File: src/rtl/pointer_pkg.sv
package pointer_pkg;
   // register indices as printed; byte address is four times the index
   localparam logic [15:0] BASE_LOW_IDX = 16'h0AEE;
   localparam logic [15:0] BASE_HIGH_IDX = 16'h0EEE;
   localparam logic [15:0] X_POS_IDX = 16'h12EE;
   localparam logic [15:0] Y_POS_IDX = 16'h16EE;
   localparam logic [15:0] COLOUR_ZERO_IDX = 16'h1AEE;
   localparam logic [15:0] COLOUR_ONE_IDX = 16'h1AEF;
   localparam logic [15:0] START_COL_IDX = 16'h1EEE;
   localparam logic [15:0] START_ROW_IDX = 16'h1EEF;
   localparam logic [15:0] WIDE_ZERO_IDX = 16'h3AEE;
   localparam logic [15:0] WIDE_ONE_IDX = 16'h3EEE;
   localparam logic [15:0] STATUS_IDX = 16'h02EE;
   localparam int ADDR_W = 18;

   // field positions
   localparam int BASE_HIGH_MSB = 3;
   localparam int ENABLE_BIT = 15;
   localparam int X_FIELD_MSB = 10;
   localparam int Y_FIELD_MSB = 11;
   localparam int SKIP_MSB = 5;
   localparam int STAT_BUSY_BIT = 0;
   localparam int STAT_ROW_BIT = 1;
   localparam int STAT_EN_BIT = 2;

   // reset values
   localparam logic [15:0] REG16_RST = 16'h0000;
   localparam logic [7:0] REG8_RST = 8'h00;

   // bitmap geometry
   localparam int MAP_SIZE = 64;
   localparam int WORDS_PER_ROW = 8;
   localparam int PIX_PER_WORD = 8;
   localparam int X_STEP_SHIFT = 3;
   localparam int MEM_AW = 17;

   // pixel depth codes
   localparam logic [1:0] DEPTH_4 = 2'h0;
   localparam logic [1:0] DEPTH_8 = 2'h1;
   localparam logic [1:0] DEPTH_16 = 2'h2;
   localparam logic [1:0] DEPTH_24 = 2'h3;

   // pixel codes
   localparam logic [1:0] CODE_COLOUR0 = 2'h0;
   localparam logic [1:0] CODE_COLOUR1 = 2'h1;
   localparam logic [1:0] CODE_SCREEN = 2'h2;
   localparam logic [1:0] CODE_INVERT = 2'h3;

   typedef struct packed {
      logic valid;
      logic [11:0] x;
      logic [11:0] y;
      logic [23:0] data;
   } pix_t;

   typedef struct packed {
      logic req;
      logic [MEM_AW-1:0] addr;
   } mem_req_t;

   typedef enum logic {FETCH_IDLE, FETCH_RUN} fetch_state_t;
endpackage : pointer_pkg

File: src/rtl/pointer_overlay.sv
// Behaviour
// - the cursor is any size up to 64 by 64 pixels.
// - code 00 gives colour zero, 01 colour one, 10 the screen pixel and 11 its complement.
// - bitmap rows are always 64 pixels (eight words) apart and pixels outside the area are unused.
// - within each 16-bit word the first shown pixel is the lowest bit pair.
// - the bitmap base is a 20-bit pixel count built from a 16-bit low and 4-bit high part.
// - the cursor is only overlaid while bit 15 of the high base register is one.
// - the horizontal position is an 11-bit field in steps of eight pixels.
// - the vertical position is a 12-bit field in scan lines.
// - a 6-bit column skip hides the bitmap columns before it.
// - a 6-bit row skip hides the bitmap rows before it.
// - writing position alone moves the cursor with no bitmap change.
// - the overlay works at every pixel depth.
// - at 4 bpp each colour is the low four bits of its byte register, at 8 bpp its whole 8-bit palette field.
// - at 16 and 24 bpp blue comes from the byte register, green and red from the wide register.
`timescale 1ns/1ps
module pointer_overlay (
   // clock and reset
   input wire logic clk_i,
   input wire logic sys_rst_i,
   // apb slave
   input wire logic psel_i,
   input wire logic penable_i,
   input wire logic pwrite_i,
   input wire logic [15:0] paddr_i,
   input wire logic [31:0] pwdata_i,
   input wire logic [3:0] pstrb_i,
   output logic [31:0] prdata_o,
   output logic pready_o,
   output logic pslverr_o,
   // video memory read port
   output pointer_pkg::mem_req_t mem_o,
   input wire logic mem_ack_i,
   input wire logic [15:0] mem_rdata_i,
   // line announce, one pulse per line ahead of its pixels
   input wire logic line_fetch_i,
   input wire logic [11:0] line_y_i,
   // display pixel stream
   input wire logic [1:0] depth_i,
   input wire pointer_pkg::pix_t pix_i,
   output pointer_pkg::pix_t pix_o
);
   import pointer_pkg::*;

   logic [15:0] base_low_q;
   logic [15:0] base_high_q;
   logic [15:0] x_pos_q;
   logic [15:0] y_pos_q;
   logic [7:0] colour_zero_q;
   logic [7:0] colour_one_q;
   logic [7:0] start_col_q;
   logic [7:0] start_row_q;
   logic [15:0] wide_zero_q;
   logic [15:0] wide_one_q;
   logic pready_q;
   logic pslverr_q;
   logic [31:0] prdata_q;
   fetch_state_t state_q;
   logic [2:0] word_q;
   logic [5:0] row_q;
   logic [11:0] row_y_q;
   logic row_ok_q;
   logic [2*MAP_SIZE-1:0] row_buf_q;
   mem_req_t mem_q;
   pix_t pix_q;

   // invert only the bits that the current depth uses
   function automatic logic [23:0] invert_at_depth(input logic [23:0] v, input logic [1:0] d);
      logic [23:0] r;
      r = v;
      case (d)
         DEPTH_4: r[3:0] = ~v[3:0];
         DEPTH_8: r[7:0] = ~v[7:0];
         DEPTH_16: r[15:0] = ~v[15:0];
         default: r = ~v;
      endcase
      return r;
   endfunction : invert_at_depth

   // colour for one cursor colour at the current depth
   function automatic logic [23:0] colour_at_depth(input logic [7:0] low_byte,
                                                   input logic [15:0] wide,
                                                   input logic [1:0] d);
      logic [23:0] r;
      r = 24'h000000;
      case (d)
         DEPTH_4: r = {20'h00000, low_byte[3:0]};
         DEPTH_8: r = {16'h0000, low_byte};
         DEPTH_16: r = {8'h00, wide[15:11], wide[7:2], low_byte[7:3]};
         default: r = {wide[15:8], wide[7:0], low_byte};
      endcase
      return r;
   endfunction : colour_at_depth

   // apb decode
   logic [15:0] idx;
   logic addr_ok;
   logic access;
   logic wr_en;
   assign idx = {2'h0, paddr_i[15:2]};
   assign access = psel_i && penable_i && pready_q;
   assign wr_en = access && pwrite_i && addr_ok;

   always_comb begin
      case (idx)
         BASE_LOW_IDX, BASE_HIGH_IDX, X_POS_IDX, Y_POS_IDX, COLOUR_ZERO_IDX,
         COLOUR_ONE_IDX, START_COL_IDX, START_ROW_IDX, WIDE_ZERO_IDX, WIDE_ONE_IDX,
         STATUS_IDX: addr_ok = (paddr_i[1:0] == 2'h0);
         default: addr_ok = 1'b0;
      endcase
   end

   // one wait state: pready rises in the second access cycle
   always_ff @(posedge clk_i) begin
      if (sys_rst_i) begin
         pready_q <= 1'b0;
      end else begin
         pready_q <= psel_i && penable_i && !pready_q;
      end
   end

   // error for unmapped addresses and writes to the status word
   always_ff @(posedge clk_i) begin
      if (sys_rst_i) begin
         pslverr_q <= 1'b0;
      end else begin
         pslverr_q <= psel_i && penable_i && !pready_q &&
                      (!addr_ok || (pwrite_i && idx == STATUS_IDX));
      end
   end

   // registers are write-only; only the status word reads back
   always_ff @(posedge clk_i) begin
      if (sys_rst_i) begin
         prdata_q <= 32'h00000000;
      end else if (psel_i && penable_i && !pready_q && !pwrite_i && addr_ok &&
                   idx == STATUS_IDX) begin
         prdata_q <= 32'h00000000;
         prdata_q[STAT_BUSY_BIT] <= (state_q == FETCH_RUN);
         prdata_q[STAT_ROW_BIT] <= row_ok_q;
         prdata_q[STAT_EN_BIT] <= base_high_q[ENABLE_BIT];
      end else begin
         prdata_q <= 32'h00000000;
      end
   end

   // merge the enabled byte lanes of a write into a sixteen-bit register
   function automatic logic [15:0] merge_lanes(input logic [15:0] cur, input logic [15:0] wd,
                                               input logic [1:0] strb);
      logic [15:0] r;
      r = cur;
      if (strb[0]) r[7:0] = wd[7:0];
      if (strb[1]) r[15:8] = wd[15:8];
      return r;
   endfunction : merge_lanes

   // bitmap base, low part
   always_ff @(posedge clk_i) begin
      if (sys_rst_i) begin
         base_low_q <= REG16_RST;
      end else if (wr_en && idx == BASE_LOW_IDX) begin
         base_low_q <= merge_lanes(base_low_q, pwdata_i[15:0], pstrb_i[1:0]);
      end
   end

   // bitmap base, high part and enable
   always_ff @(posedge clk_i) begin
      if (sys_rst_i) begin
         base_high_q <= REG16_RST;
      end else if (wr_en && idx == BASE_HIGH_IDX) begin
         base_high_q <= merge_lanes(base_high_q, pwdata_i[15:0], pstrb_i[1:0]);
      end
   end

   // horizontal position; a write alone moves the cursor
   always_ff @(posedge clk_i) begin
      if (sys_rst_i) begin
         x_pos_q <= REG16_RST;
      end else if (wr_en && idx == X_POS_IDX) begin
         x_pos_q <= merge_lanes(x_pos_q, pwdata_i[15:0], pstrb_i[1:0]);
      end
   end

   // vertical position
   always_ff @(posedge clk_i) begin
      if (sys_rst_i) begin
         y_pos_q <= REG16_RST;
      end else if (wr_en && idx == Y_POS_IDX) begin
         y_pos_q <= merge_lanes(y_pos_q, pwdata_i[15:0], pstrb_i[1:0]);
      end
   end

   // green and red of colour zero
   always_ff @(posedge clk_i) begin
      if (sys_rst_i) begin
         wide_zero_q <= REG16_RST;
      end else if (wr_en && idx == WIDE_ZERO_IDX) begin
         wide_zero_q <= merge_lanes(wide_zero_q, pwdata_i[15:0], pstrb_i[1:0]);
      end
   end

   // green and red of colour one
   always_ff @(posedge clk_i) begin
      if (sys_rst_i) begin
         wide_one_q <= REG16_RST;
      end else if (wr_en && idx == WIDE_ONE_IDX) begin
         wide_one_q <= merge_lanes(wide_one_q, pwdata_i[15:0], pstrb_i[1:0]);
      end
   end

   // palette colour zero, low lane only
   always_ff @(posedge clk_i) begin
      if (sys_rst_i) begin
         colour_zero_q <= REG8_RST;
      end else if (wr_en && pstrb_i[0] && idx == COLOUR_ZERO_IDX) begin
         colour_zero_q <= pwdata_i[7:0];
      end
   end

   // palette colour one, low lane only
   always_ff @(posedge clk_i) begin
      if (sys_rst_i) begin
         colour_one_q <= REG8_RST;
      end else if (wr_en && pstrb_i[0] && idx == COLOUR_ONE_IDX) begin
         colour_one_q <= pwdata_i[7:0];
      end
   end

   // column skip, upper bits kept but unused
   always_ff @(posedge clk_i) begin
      if (sys_rst_i) begin
         start_col_q <= REG8_RST;
      end else if (wr_en && pstrb_i[0] && idx == START_COL_IDX) begin
         start_col_q <= pwdata_i[7:0];
      end
   end

   // row skip, upper bits kept but unused
   always_ff @(posedge clk_i) begin
      if (sys_rst_i) begin
         start_row_q <= REG8_RST;
      end else if (wr_en && pstrb_i[0] && idx == START_ROW_IDX) begin
         start_row_q <= pwdata_i[7:0];
      end
   end

   // decoded fields
   logic enable;
   logic [19:0] base_pix;
   logic [13:0] x_left;
   logic [11:0] y_top;
   logic [5:0] col_skip;
   logic [5:0] row_skip;
   assign enable = base_high_q[ENABLE_BIT];
   assign base_pix = {base_high_q[BASE_HIGH_MSB:0], base_low_q};
   assign x_left = {x_pos_q[X_FIELD_MSB:0], 3'h0};
   assign y_top = y_pos_q[Y_FIELD_MSB:0];
   assign col_skip = start_col_q[SKIP_MSB:0];
   assign row_skip = start_row_q[SKIP_MSB:0];

   // true while a coordinate lies in the visible span; skipped bitmap rows or columns shrink it
   function automatic logic in_span(input logic [13:0] pos, input logic [13:0] origin,
                                    input logic [5:0] skip);
      logic [13:0] rel;
      rel = pos - origin;
      return (pos >= origin) && (rel < (14'(MAP_SIZE) - {8'h00, skip}));
   endfunction : in_span

   // row hit test for the announced line
   logic [11:0] line_rel;
   logic line_hit;
   logic [5:0] line_row;
   assign line_rel = line_y_i - y_top;
   assign line_hit = enable &&
                     in_span({2'h0, line_y_i}, {2'h0, y_top}, row_skip);
   assign line_row = line_rel[5:0] + row_skip;

   // word address: base in pixels, eight pixels a word, fixed 64-pixel pitch
   logic [MEM_AW-1:0] word_addr;
   assign word_addr = base_pix[19:X_STEP_SHIFT] +
                      {8'h00, row_q, word_q};

   // fetch sequencer; a new line announce restarts it so a late fetch cannot
   // leave a stale row behind, at the cost of dropping that line's cursor
   always_ff @(posedge clk_i) begin
      if (sys_rst_i) begin
         state_q <= FETCH_IDLE;
         word_q <= 3'h0;
         row_q <= 6'h00;
         row_y_q <= 12'h000;
         row_ok_q <= 1'b0;
      end else if (line_fetch_i) begin
         row_y_q <= line_y_i;
         row_q <= line_row;
         word_q <= 3'h0;
         row_ok_q <= 1'b0;
         state_q <= line_hit ? FETCH_RUN : FETCH_IDLE;
      end else begin
         case (state_q)
            FETCH_IDLE: ;
            FETCH_RUN: begin
               if (mem_ack_i && mem_q.req) begin
                  word_q <= word_q + 3'h1;
                  if (word_q == 3'(WORDS_PER_ROW - 1)) begin
                     row_ok_q <= 1'b1;
                     state_q <= FETCH_IDLE;
                  end
               end
            end
            default: state_q <= FETCH_IDLE;
         endcase
      end
   end

   // memory request held until acknowledged
   always_ff @(posedge clk_i) begin
      if (sys_rst_i) begin
         mem_q <= '0;
      end else if (line_fetch_i) begin
         mem_q <= '0;
      end else if (state_q == FETCH_RUN &&
                   !(mem_ack_i && mem_q.req && word_q == 3'(WORDS_PER_ROW - 1))) begin
         mem_q.req <= 1'b1;
         mem_q.addr <= (mem_ack_i && mem_q.req) ? word_addr + 17'h00001 : word_addr;
      end else begin
         mem_q <= '0;
      end
   end

   // row buffer: word w holds columns 8w..8w+7, lowest pair first
   always_ff @(posedge clk_i) begin
      if (sys_rst_i) begin
         row_buf_q <= '0;
      end else if (state_q == FETCH_RUN && mem_ack_i && mem_q.req && !line_fetch_i) begin
         row_buf_q[word_q*16 +: 16] <= mem_rdata_i;
      end
   end

   // horizontal hit and code lookup
   logic [13:0] pix_rel;
   logic col_hit;
   logic [5:0] col;
   logic [1:0] code;
   assign pix_rel = {2'h0, pix_i.x} - x_left;
   assign col_hit = enable && row_ok_q && (pix_i.y == row_y_q) &&
                    in_span({2'h0, pix_i.x}, x_left, col_skip);
   assign col = pix_rel[5:0] + col_skip;
   assign code = row_buf_q[{col, 1'b0} +: 2];

   // overlay stage, one cycle of latency at every depth
   always_ff @(posedge clk_i) begin
      if (sys_rst_i) begin
         pix_q <= '0;
      end else begin
         pix_q <= pix_i;
         if (pix_i.valid && col_hit) begin
            case (code)
               CODE_COLOUR0: pix_q.data <= colour_at_depth(colour_zero_q, wide_zero_q, depth_i);
               CODE_COLOUR1: pix_q.data <= colour_at_depth(colour_one_q, wide_one_q, depth_i);
               CODE_SCREEN: pix_q.data <= pix_i.data;
               CODE_INVERT: pix_q.data <= invert_at_depth(pix_i.data, depth_i);
               default: pix_q.data <= pix_i.data;
            endcase
         end
      end
   end

   assign prdata_o = prdata_q;
   assign pready_o = pready_q;
   assign pslverr_o = pslverr_q;
   assign mem_o = mem_q;
   assign pix_o = pix_q;
endmodule : pointer_overlay

File: config.mk
export PLATFORM = sky130hd
export DESIGN_NAME = pointer_overlay
export DESIGN_NICKNAME = d
export VERILOG_FILES = /design/src/rtl/pointer_pkg.sv /design/src/rtl/pointer_overlay.sv
export SDC_FILE = /design/constraint.sdc
export NUM_CORES = 1
export LEC_CHECK = 0
export ABC_CLOCK_PERIOD_IN_PS = 4800
export BUFFER_PORTS_ARGS = -buffer_cell sky130_fd_sc_hd__buf_2
export CAP_MARGIN = 25
export CORE_MARGIN = 2
export CORE_UTILIZATION = 40
export DETAILED_ROUTE_END_ITERATION = 10
export GPL_TIMING_DRIVEN = 0
export SLEW_MARGIN = 20
export SYNTH_ARGS = -nofsm -noshare
export SYNTH_HDL_FRONTEND = slang
export SYNTH_SLANG_ARGS = --single-unit
export TNS_END_PERCENT = 5
File: constraint.sdc
create_clock -name clk_i -period 4.8 [get_ports clk_i]
set_clock_uncertainty 0.2 [all_clocks]
set_input_delay 0.48 -clock clk_i [delete_from_list [all_inputs] [get_ports clk_i]]
set_output_delay 0.48 -clock clk_i [all_outputs]
set_load 0.1 [all_outputs]
==> results of run 1 <==
stage by stage:
stage          hold slack, ns  cell area (um2)  power (mW)  cells
6_report               0.0238            20800        6.65   2865
5_1_grt                0.0140            20800        6.87   2865
4_1_cts               0.00706            20700        6.70   2862
3_5_place_dp            0.243            18900        3.61   2749
3_3_place_gp            0.236            18900        3.61   2748
2_1_floorplan           0.217            17300        3.38   2024
synth_stat cells, types with 10 or more instances:
cell      instances  area (um2)
mux4_1           22         578
dfxtp_1         324        6490
nor2_1          267        1000
nor4_1           15        93.8
buf_4            33         248
o22ai_1          13        81.3
mux2i_1         153        1530
xor2_1           30         263
nand2_1         182         683
o21ai_1          11        55.1
ha_1             61         763
mux4_2           10         225
nor2b_1          36         225
xnor2_1          27         236
nand4_1          34         213
nor3_1           30         150
clkbuf_1         96         360
a21o_1           12        90.1
o211ai_1         16         120
nand3_1          97         485
a221o_1          11         110
o21ai_0          49         245
nor3b_1          15         113
mux2_2           19         214
or3_1            12        75.1
inv_1            88         330
a21oi_1         176         881
cells by family after synthesis:
kind of cell	after synthesis	share of synthesized area (%)
and+or+nand+nor	735	19.6
AOI/OAI and AO/OA	366	12.9
DFF	324	37.6
buffers and inverters	236	6.42
muxes	205	14.9
adders and majority gates	71	5.53
xor gates and xnor gates	58	2.99
other	1	0.0218
path summary, 6_finish.rpt:
| path | startpoint | endpoint | cells after the start |
|---|---|---|---|
| setup / recovery | start_col_q[0] | pix_o[22] | 14 |
| hold / removal | line_y_i[0] | row_y_q[0] | 3 |
| setup reg to reg | start_col_q[0] | pix_o[22] | 14 |
| hold reg to reg | row_buf_q[53] | row_buf_q[53] | 2 |
cell type report:
type / count / area share, %
Buffer: 148 / 3.79
Clock buffer: 55 / 5.32
Sequential cell: 324 / 31.2
Timing Repair Buffer: 227 / 6.68
Inverter: 88 / 1.59
Multi-Input combinational cell: 1464 / 47.2
Tap cell: 546 / 3.29
Antenna cell: 1 / 0.0120
Clock inverter: 12 / 0.969
power by group:
part	internal, mW	leakage [nW]	switching, mW
sequential	2.72	2.63	0.0130
clock	1.87	0.636	1.18
combinational	0.241	5.07	0.624
total	4.83	8.33	1.82
critical path, delay by kind of cell (launching register included):
kind | cells | cell delay, ns
AOI/OAI and AO/OA | 3 | 0.81
buffers and inverters | 6 | 1.19
muxes | 3 | 1.16
adders and majority gates | 2 | 0.83
DFF | 1 | 0.40
state kept, by name, indices dropped and copies added (netlist names):
name,cells
mem_o,18
colour_one_q,8
pslverr_o,1
y_pos_q,12
row_y_q,12
colour_zero_q,8
row_ok_q,1
pready_o,1
wide_zero_q,16
prdata_o,3
x_pos_q,11
wide_one_q,16
base_low_q,13
row_buf_q,128
start_col_q,6
word_q,3
pix_o,49
row_q,6
state_q,1
base_high_q,5
start_row_q,6
per-layer routing:
metal / track usage, % / vias up / wire [um]
met1: 31.7 / 7507 / 24000
met4: 7.84 / 0 / 1530
met5: 0 / - / 0
met3: 4.32 / 94 / 3930
met2: 39.7 / 584 / 25700
li1: - / 7523 / -
cells in the final DEF, fill, tap and decap left out, drive strengths merged, types with 8 or more instances in the layout:
| cell type | instances |
|---|---|
| o21ai | 60 |
| a21oi | 178 |
| a211oi | 9 |
| dlygate4sd3 | 46 |
| o21a | 8 |
| nand3 | 97 |
| nor4 | 15 |
| nand4 | 34 |
| mux4 | 33 |
| a21o | 12 |
| o211ai | 16 |
| nor2 | 267 |
| mux2i | 153 |
| conb | 29 |
| dfxtp | 324 |
| mux2 | 19 |
| a31oi | 9 |
| ha | 61 |
| buf | 231 |
| or2 | 10 |
| xnor2 | 27 |
| nor3b | 15 |
| nor3 | 30 |
| o22ai | 14 |
| nor2b | 36 |
| nand2b | 9 |
| clkbuf | 153 |
| nand2 | 183 |
| fa | 9 |
| or3 | 12 |
| xor2 | 31 |
| a221o | 11 |
| inv | 88 |
repair_timing:
action,CTS,global route
endpoints found under the setup margin,24,24
setup buffers,0,1
gates cloned,0,0
pin swaps,0,1
hold buffers,46,0
gates resized for setup,6,5
endpoints found under the hold margin,46,0
==> summary.md, run 1 <==
| Metric | Value |
|---|---|
| Worst rel slew slack | `between 20% and 30%` |
| Share of cells above drive strength 1 | `around 15%` |
| GRT overflow | `0` |
| Mean area per synthesized cell | `roughly 8.6 um2` |
| DRT iter0 DRCs | `1306` |
| RePlAce Congestion | `0.888` |
| CP Class | `reg -> reg` |
| Filler cells | `approximately 4100` |
| EDFF count, synth | `0` |
| Pre-CTS setup slack | `-0.504 ns` |
| R2R setup slack | `around 0.13 ns` |
| Yosys warning total | `0` |
| Most used cell, CP | `buf_6` |
| Worst-path fanout max | `10` |
| Vias per inst | `5.48` |
| Longest Clk Path Bufs | `3` |
| Root Driver | `clkbuf_16` |
| Worst vdd ir | `199 uV` |
| WP data arrival | `4.97 ns` |
| Post-Synthesis Cells | `approximately 2000` |
| Post-Syn Area | `17200 um2` |
| IO Count | `between 200 and 250` |
| Multi-input combinational cell area | `9800 um2` |
| Post-layout minimum cycle time | `4.67 ns` |
| Max cap viols | `0` |
| Starting Density | `40.3%` |
| Via count | `between 15000 and 20000` |
| Largest net degree at the start of global routing | `14` |
| Nets@finish | `2498` |
| Critical Path Max Stage Delay | `0.63 ns` |
| Setup violators final | `0` |
| CTS tree | `done` |
| Count of final hold-check violations | `0` |
| Slew at the pin closest to its max-slew limit | `1.11 ns` |
| Die Area | `44800 um2` |
| Total core area | `42800 um2` |
| DR pass1 iterations | `5` |
| Slowest-stage cell, CP | `fa_2` |
| CTS sink cnt | `324` |
| Die H | `212 um` |
| Worst-Skew Late Latency | `0.56 ns` |
| Synth unique cells | `80` |
| WL final | `approximately 55000 um` |
| Post-route ant nets | `0` |
| Clock transition at the registers of the reported paths | `0.06 ns` |
| First-pass GRT wire length | `a little over 80000 um` |
| Post-DP HPWL | `between 40000 and 50000 um` |
| Worst EP required | `5.10 ns` |
| Async set-reset flop share out of synthesis | `0%` |
| Final worst setup slack | `0.129 ns` |
| Fin crit share | `a little over nine tenths` |
| Final core area utilization | `just under 50%` |
| Buffers on Ports | `178` |
| CTS H-tree lvls | `2` |
| Area grow syn2layout | `20.6%` |
| Yosys reg bits | `between 300 and 400` |
| Max Slew Vio Count | `0` |
| Initial antenna violation count | `1` |
| Critical path launch point type | `flip-flop` |
| Sequential-to-total area share from yosys stat | `a little under two fifths` |
| Pleak | `8.33 nW` |
| TNS Setup | `0 ns` |
| Total track usage | `24.0%` |
| Routed length per instance | `19.2 um` |
| Register area | `about 6500 um2` |
| Crit path cell chain | `ha_1 > inv_1 > fa_2 > buf_6 > buf_4 > buf_6 > mux4_1 > mux2_2 > mux4_2 > buf_12 > o311a_1 > clkbuf_2 > o21ai_1 > a221o_1` |
| RSZ-0062 raised after global routing | `false` |
| Max Freq | `approximately 0.21 GHz` |
| Hold WC Path Type | `in -> reg` |
| CTS buffer count | `37` |
| DRC Markers | `0` |
| Number of global-route vias before repair | `14531` |
| Die X | `212 um` |
| Cell Rows | `76` |
| Worst setup EP type | `flip-flop` |
| Pwr per Cell Area | `approximately 320 nW/um2` |
| Outcome | `finished clean` |
| Main flop type after synthesis | `dfxtp_1` |
No activity file was read; power rests on OpenSTA's default activity.
==> inputs of run 2 (changes only) <==
--- a/config.mk
+++ b/config.mk
@@ -12,6 +12,7 @@
 export CORE_UTILIZATION = 40
 export DETAILED_ROUTE_END_ITERATION = 10
 export GPL_TIMING_DRIVEN = 0
+export RECOVER_POWER = 50
 export SLEW_MARGIN = 20
 export SYNTH_ARGS = -nofsm -noshare
 export SYNTH_HDL_FRONTEND = slang
==> run 2 against run 1 <==
  * First-iteration DRC count fell by 10%
  * Sequential share of layout area rose by 0.17 points
  * Fmax rose by 0.16%
  * Non-clock buffer count did not move
  * Critical path depth did not move
  * Via count barely moved
  * Hold slack improved by 0.0032 ns
  * Clock power barely moved
  * Cell area fell by 0.54%
  * Wire length barely moved
  * Sequential power barely moved
  * Largest power group unchanged
==> summary.md, run 2 (same netlist as run 1, synthesis figures left out) <==
| Metric | Value |
|---|---|
| Post-layout minimum cycle time | `4.66 ns` |
| Critical path launch point type | `flip-flop` |
| Pwr per Cell Area | `321 nW/um2` |
| WP data arrival | `around 5.0 ns` |
| TNS Setup | `0 ns` |
| Overall power | `6.65 mW` |
| Most common cell after layout, fill and taps aside | `dfxtp_1` |
| CTS H-tree lvls | `2` |
| WP depth | `14` |
| Die H | `212 um` |
| Via count | `15710` |
| Critical Path Max Stage Delay | `between 0.6 and 0.7 ns` |
| Top reg by flops | `row_buf_q` |
| Non-Filler Instances | `2865` |
| Number of global-route vias before repair | `around 15000` |
| Initial antenna violation count | `1` |
| Die Area | `44800 um2` |
| Slowest-stage cell, CP | `fa_2` |
| Worst setup EP type | `flip-flop` |
| CP Class | `reg -> reg` |
| Starting Density | `40.3%` |
| Nets@finish | `2498` |
| Count of final hold-check violations | `0` |
| Cell Rows | `76` |
| Root Driver | `clkbuf_16` |
| First-pass GRT wire length | `between 80000 and 90000 um` |
| Total track usage | `24.0%` |
| Max Freq | `0.214 GHz` |
| CTS sink cnt | `324` |
| Total core area | `42800 um2` |
| Hold WC Path Type | `in -> reg` |
| Final worst setup slack | `about 0.14 ns` |
| CP Capture Point | `pix_o[22]` |
| WL final | `55200 um` |
| DRC Markers | `0` |
| Min-Delay Startpoint | `pix_i[43]` |
| Vias per inst | `5.48` |
| Area grow syn2layout | `19.9%` |
| Pre-CTS setup slack | `-0.504 ns` |
| Setup violators final | `0` |
| Longest Clk Path Bufs | `3` |
| Worst EP required | `just over 5 ns` |
| CTS tree | `done` |
| Routed length per instance | `between 15 and 20 um` |
| RePlAce Congestion | `0.888` |
| Worst-Skew Late Latency | `0.56 ns` |
| Clock transition at the registers of the reported paths | `0.06 ns` |
| GRT overflow | `0` |
| Worst-path fanout max | `10` |
| Slew at the pin closest to its max-slew limit | `1.19 ns` |
| Worst path buffer plus inverter count | `6` |
| Worst R2R Start | `start_col_q[0]` |
| Post-route ant nets | `0` |
| Outcome | `finished clean` |
| DR pass1 iterations | `6` |
| Post-DP HPWL | `40000 um` |
| Max Slew Vio Count | `0` |
| Largest register FFs | `128` |
| Largest net degree at the start of global routing | `14` |
| DRT iter0 DRCs | `approximately 1200` |
| Crit path cell chain | `ha_1 > inv_1 > fa_2 > buf_6 > buf_4 > buf_6 > mux4_1 > mux2_2 > mux4_2 > buf_12 > o311a_1 > clkbuf_2 > o21ai_1 > a221o_1` |
| CP top delay family | `buffers and inverters` |
| R2R setup slack | `around 0.14 ns` |
| WHS | `0.0271 ns` |
| RSZ-0062 raised after global routing | `false` |
| CP Launch Point | `start_col_q[0]` |
| Pleak | `between 8 and 9 nW` |
| Placed cell area | `~19000 um2` |
| Commonest non-fill, non-tap cells in the layout | `dfxtp_1 (324), nor2_1 (267), nand2_1 (182), clkbuf_1 (178), a21oi_1 (176)` |
| Worst vdd ir | `between 150 and 200 uV` |
| CTS buffer count | `37` |
| Worst rel slew slack | `20.7%` |
| Buffers on Ports | `between 150 and 200` |
| Filler cells | `4164` |
| Die X | `212 um` |
| Final instance area | `20700 um2` |
| Max cap viols | `0` |
| Fin crit share | `97.2%` |
| IO Count | `239` |
| FF-to-FF End | `pix_o[22]` |
| R2r worst-path depth | `14` |
| Placed Cells | `2749` |
| Share of cells above drive strength 1 | `11.6%` |
| Most used cell, CP | `buf_6` |
| Final core area utilization | `48.3%` |
## run 2: layer usage
| metal | up-vias | part of all wire, % | track usage [%] |
|---|---|---|---|
| met5 | - | 0 | 0 |
| met3 | 96 | 7.5 | 4.32 |
| li1 | 7536 | - | - |
| met2 | 610 | 47 | 39.7 |
| met4 | 0 | 3.0 | 7.84 |
| met1 | 7468 | 43 | 31.7 |
## run 2: power breakdown
group / switching [mW] / internal, mW
logic: 0.624 / 0.233
registers: 0.0139 / 2.72
clock network: 1.19 / 1.87
total: 1.82 / 4.82
## run 2: what timing repair did
item,4_1_cts,5_1_grt
gates resized for setup,6,5
setup endpoints to repair,24,24
buffers inserted,0,1
endpoints found under the hold margin,46,0
hold buffers,46,0
pin swaps,0,1
## run 2: worst min path at each step
stage,endpoint,slack (ns),depth (start not counted)
floorplan,prdata_o[1],0.22,2
global placement,row_buf_q[58],0.24,2
detailed placement,row_buf_q[53],0.24,2
CTS,pix_o[38],0.007,2
global route,pix_o[43],0.01,2
finish,pix_o[43],0.03,2
## run 2: cell type report
| cell class | instances | area (um2) | area share (%) |
|---|---|---|---|
| timing repair buffer | 227 | 1290 | 6.23 |
| antenna | 1 | 2.50 | 0.0121 |
| inverter | 88 | 330 | 1.60 |
| clock buffer | 55 | 1100 | 5.34 |
| multi-input combinational | 1464 | 9790 | 47.4 |
| buffer | 148 | 781 | 3.78 |
| clock inverter | 12 | 201 | 0.974 |
| tap | 546 | 683 | 3.30 |
| sequential | 324 | 6490 | 31.4 |
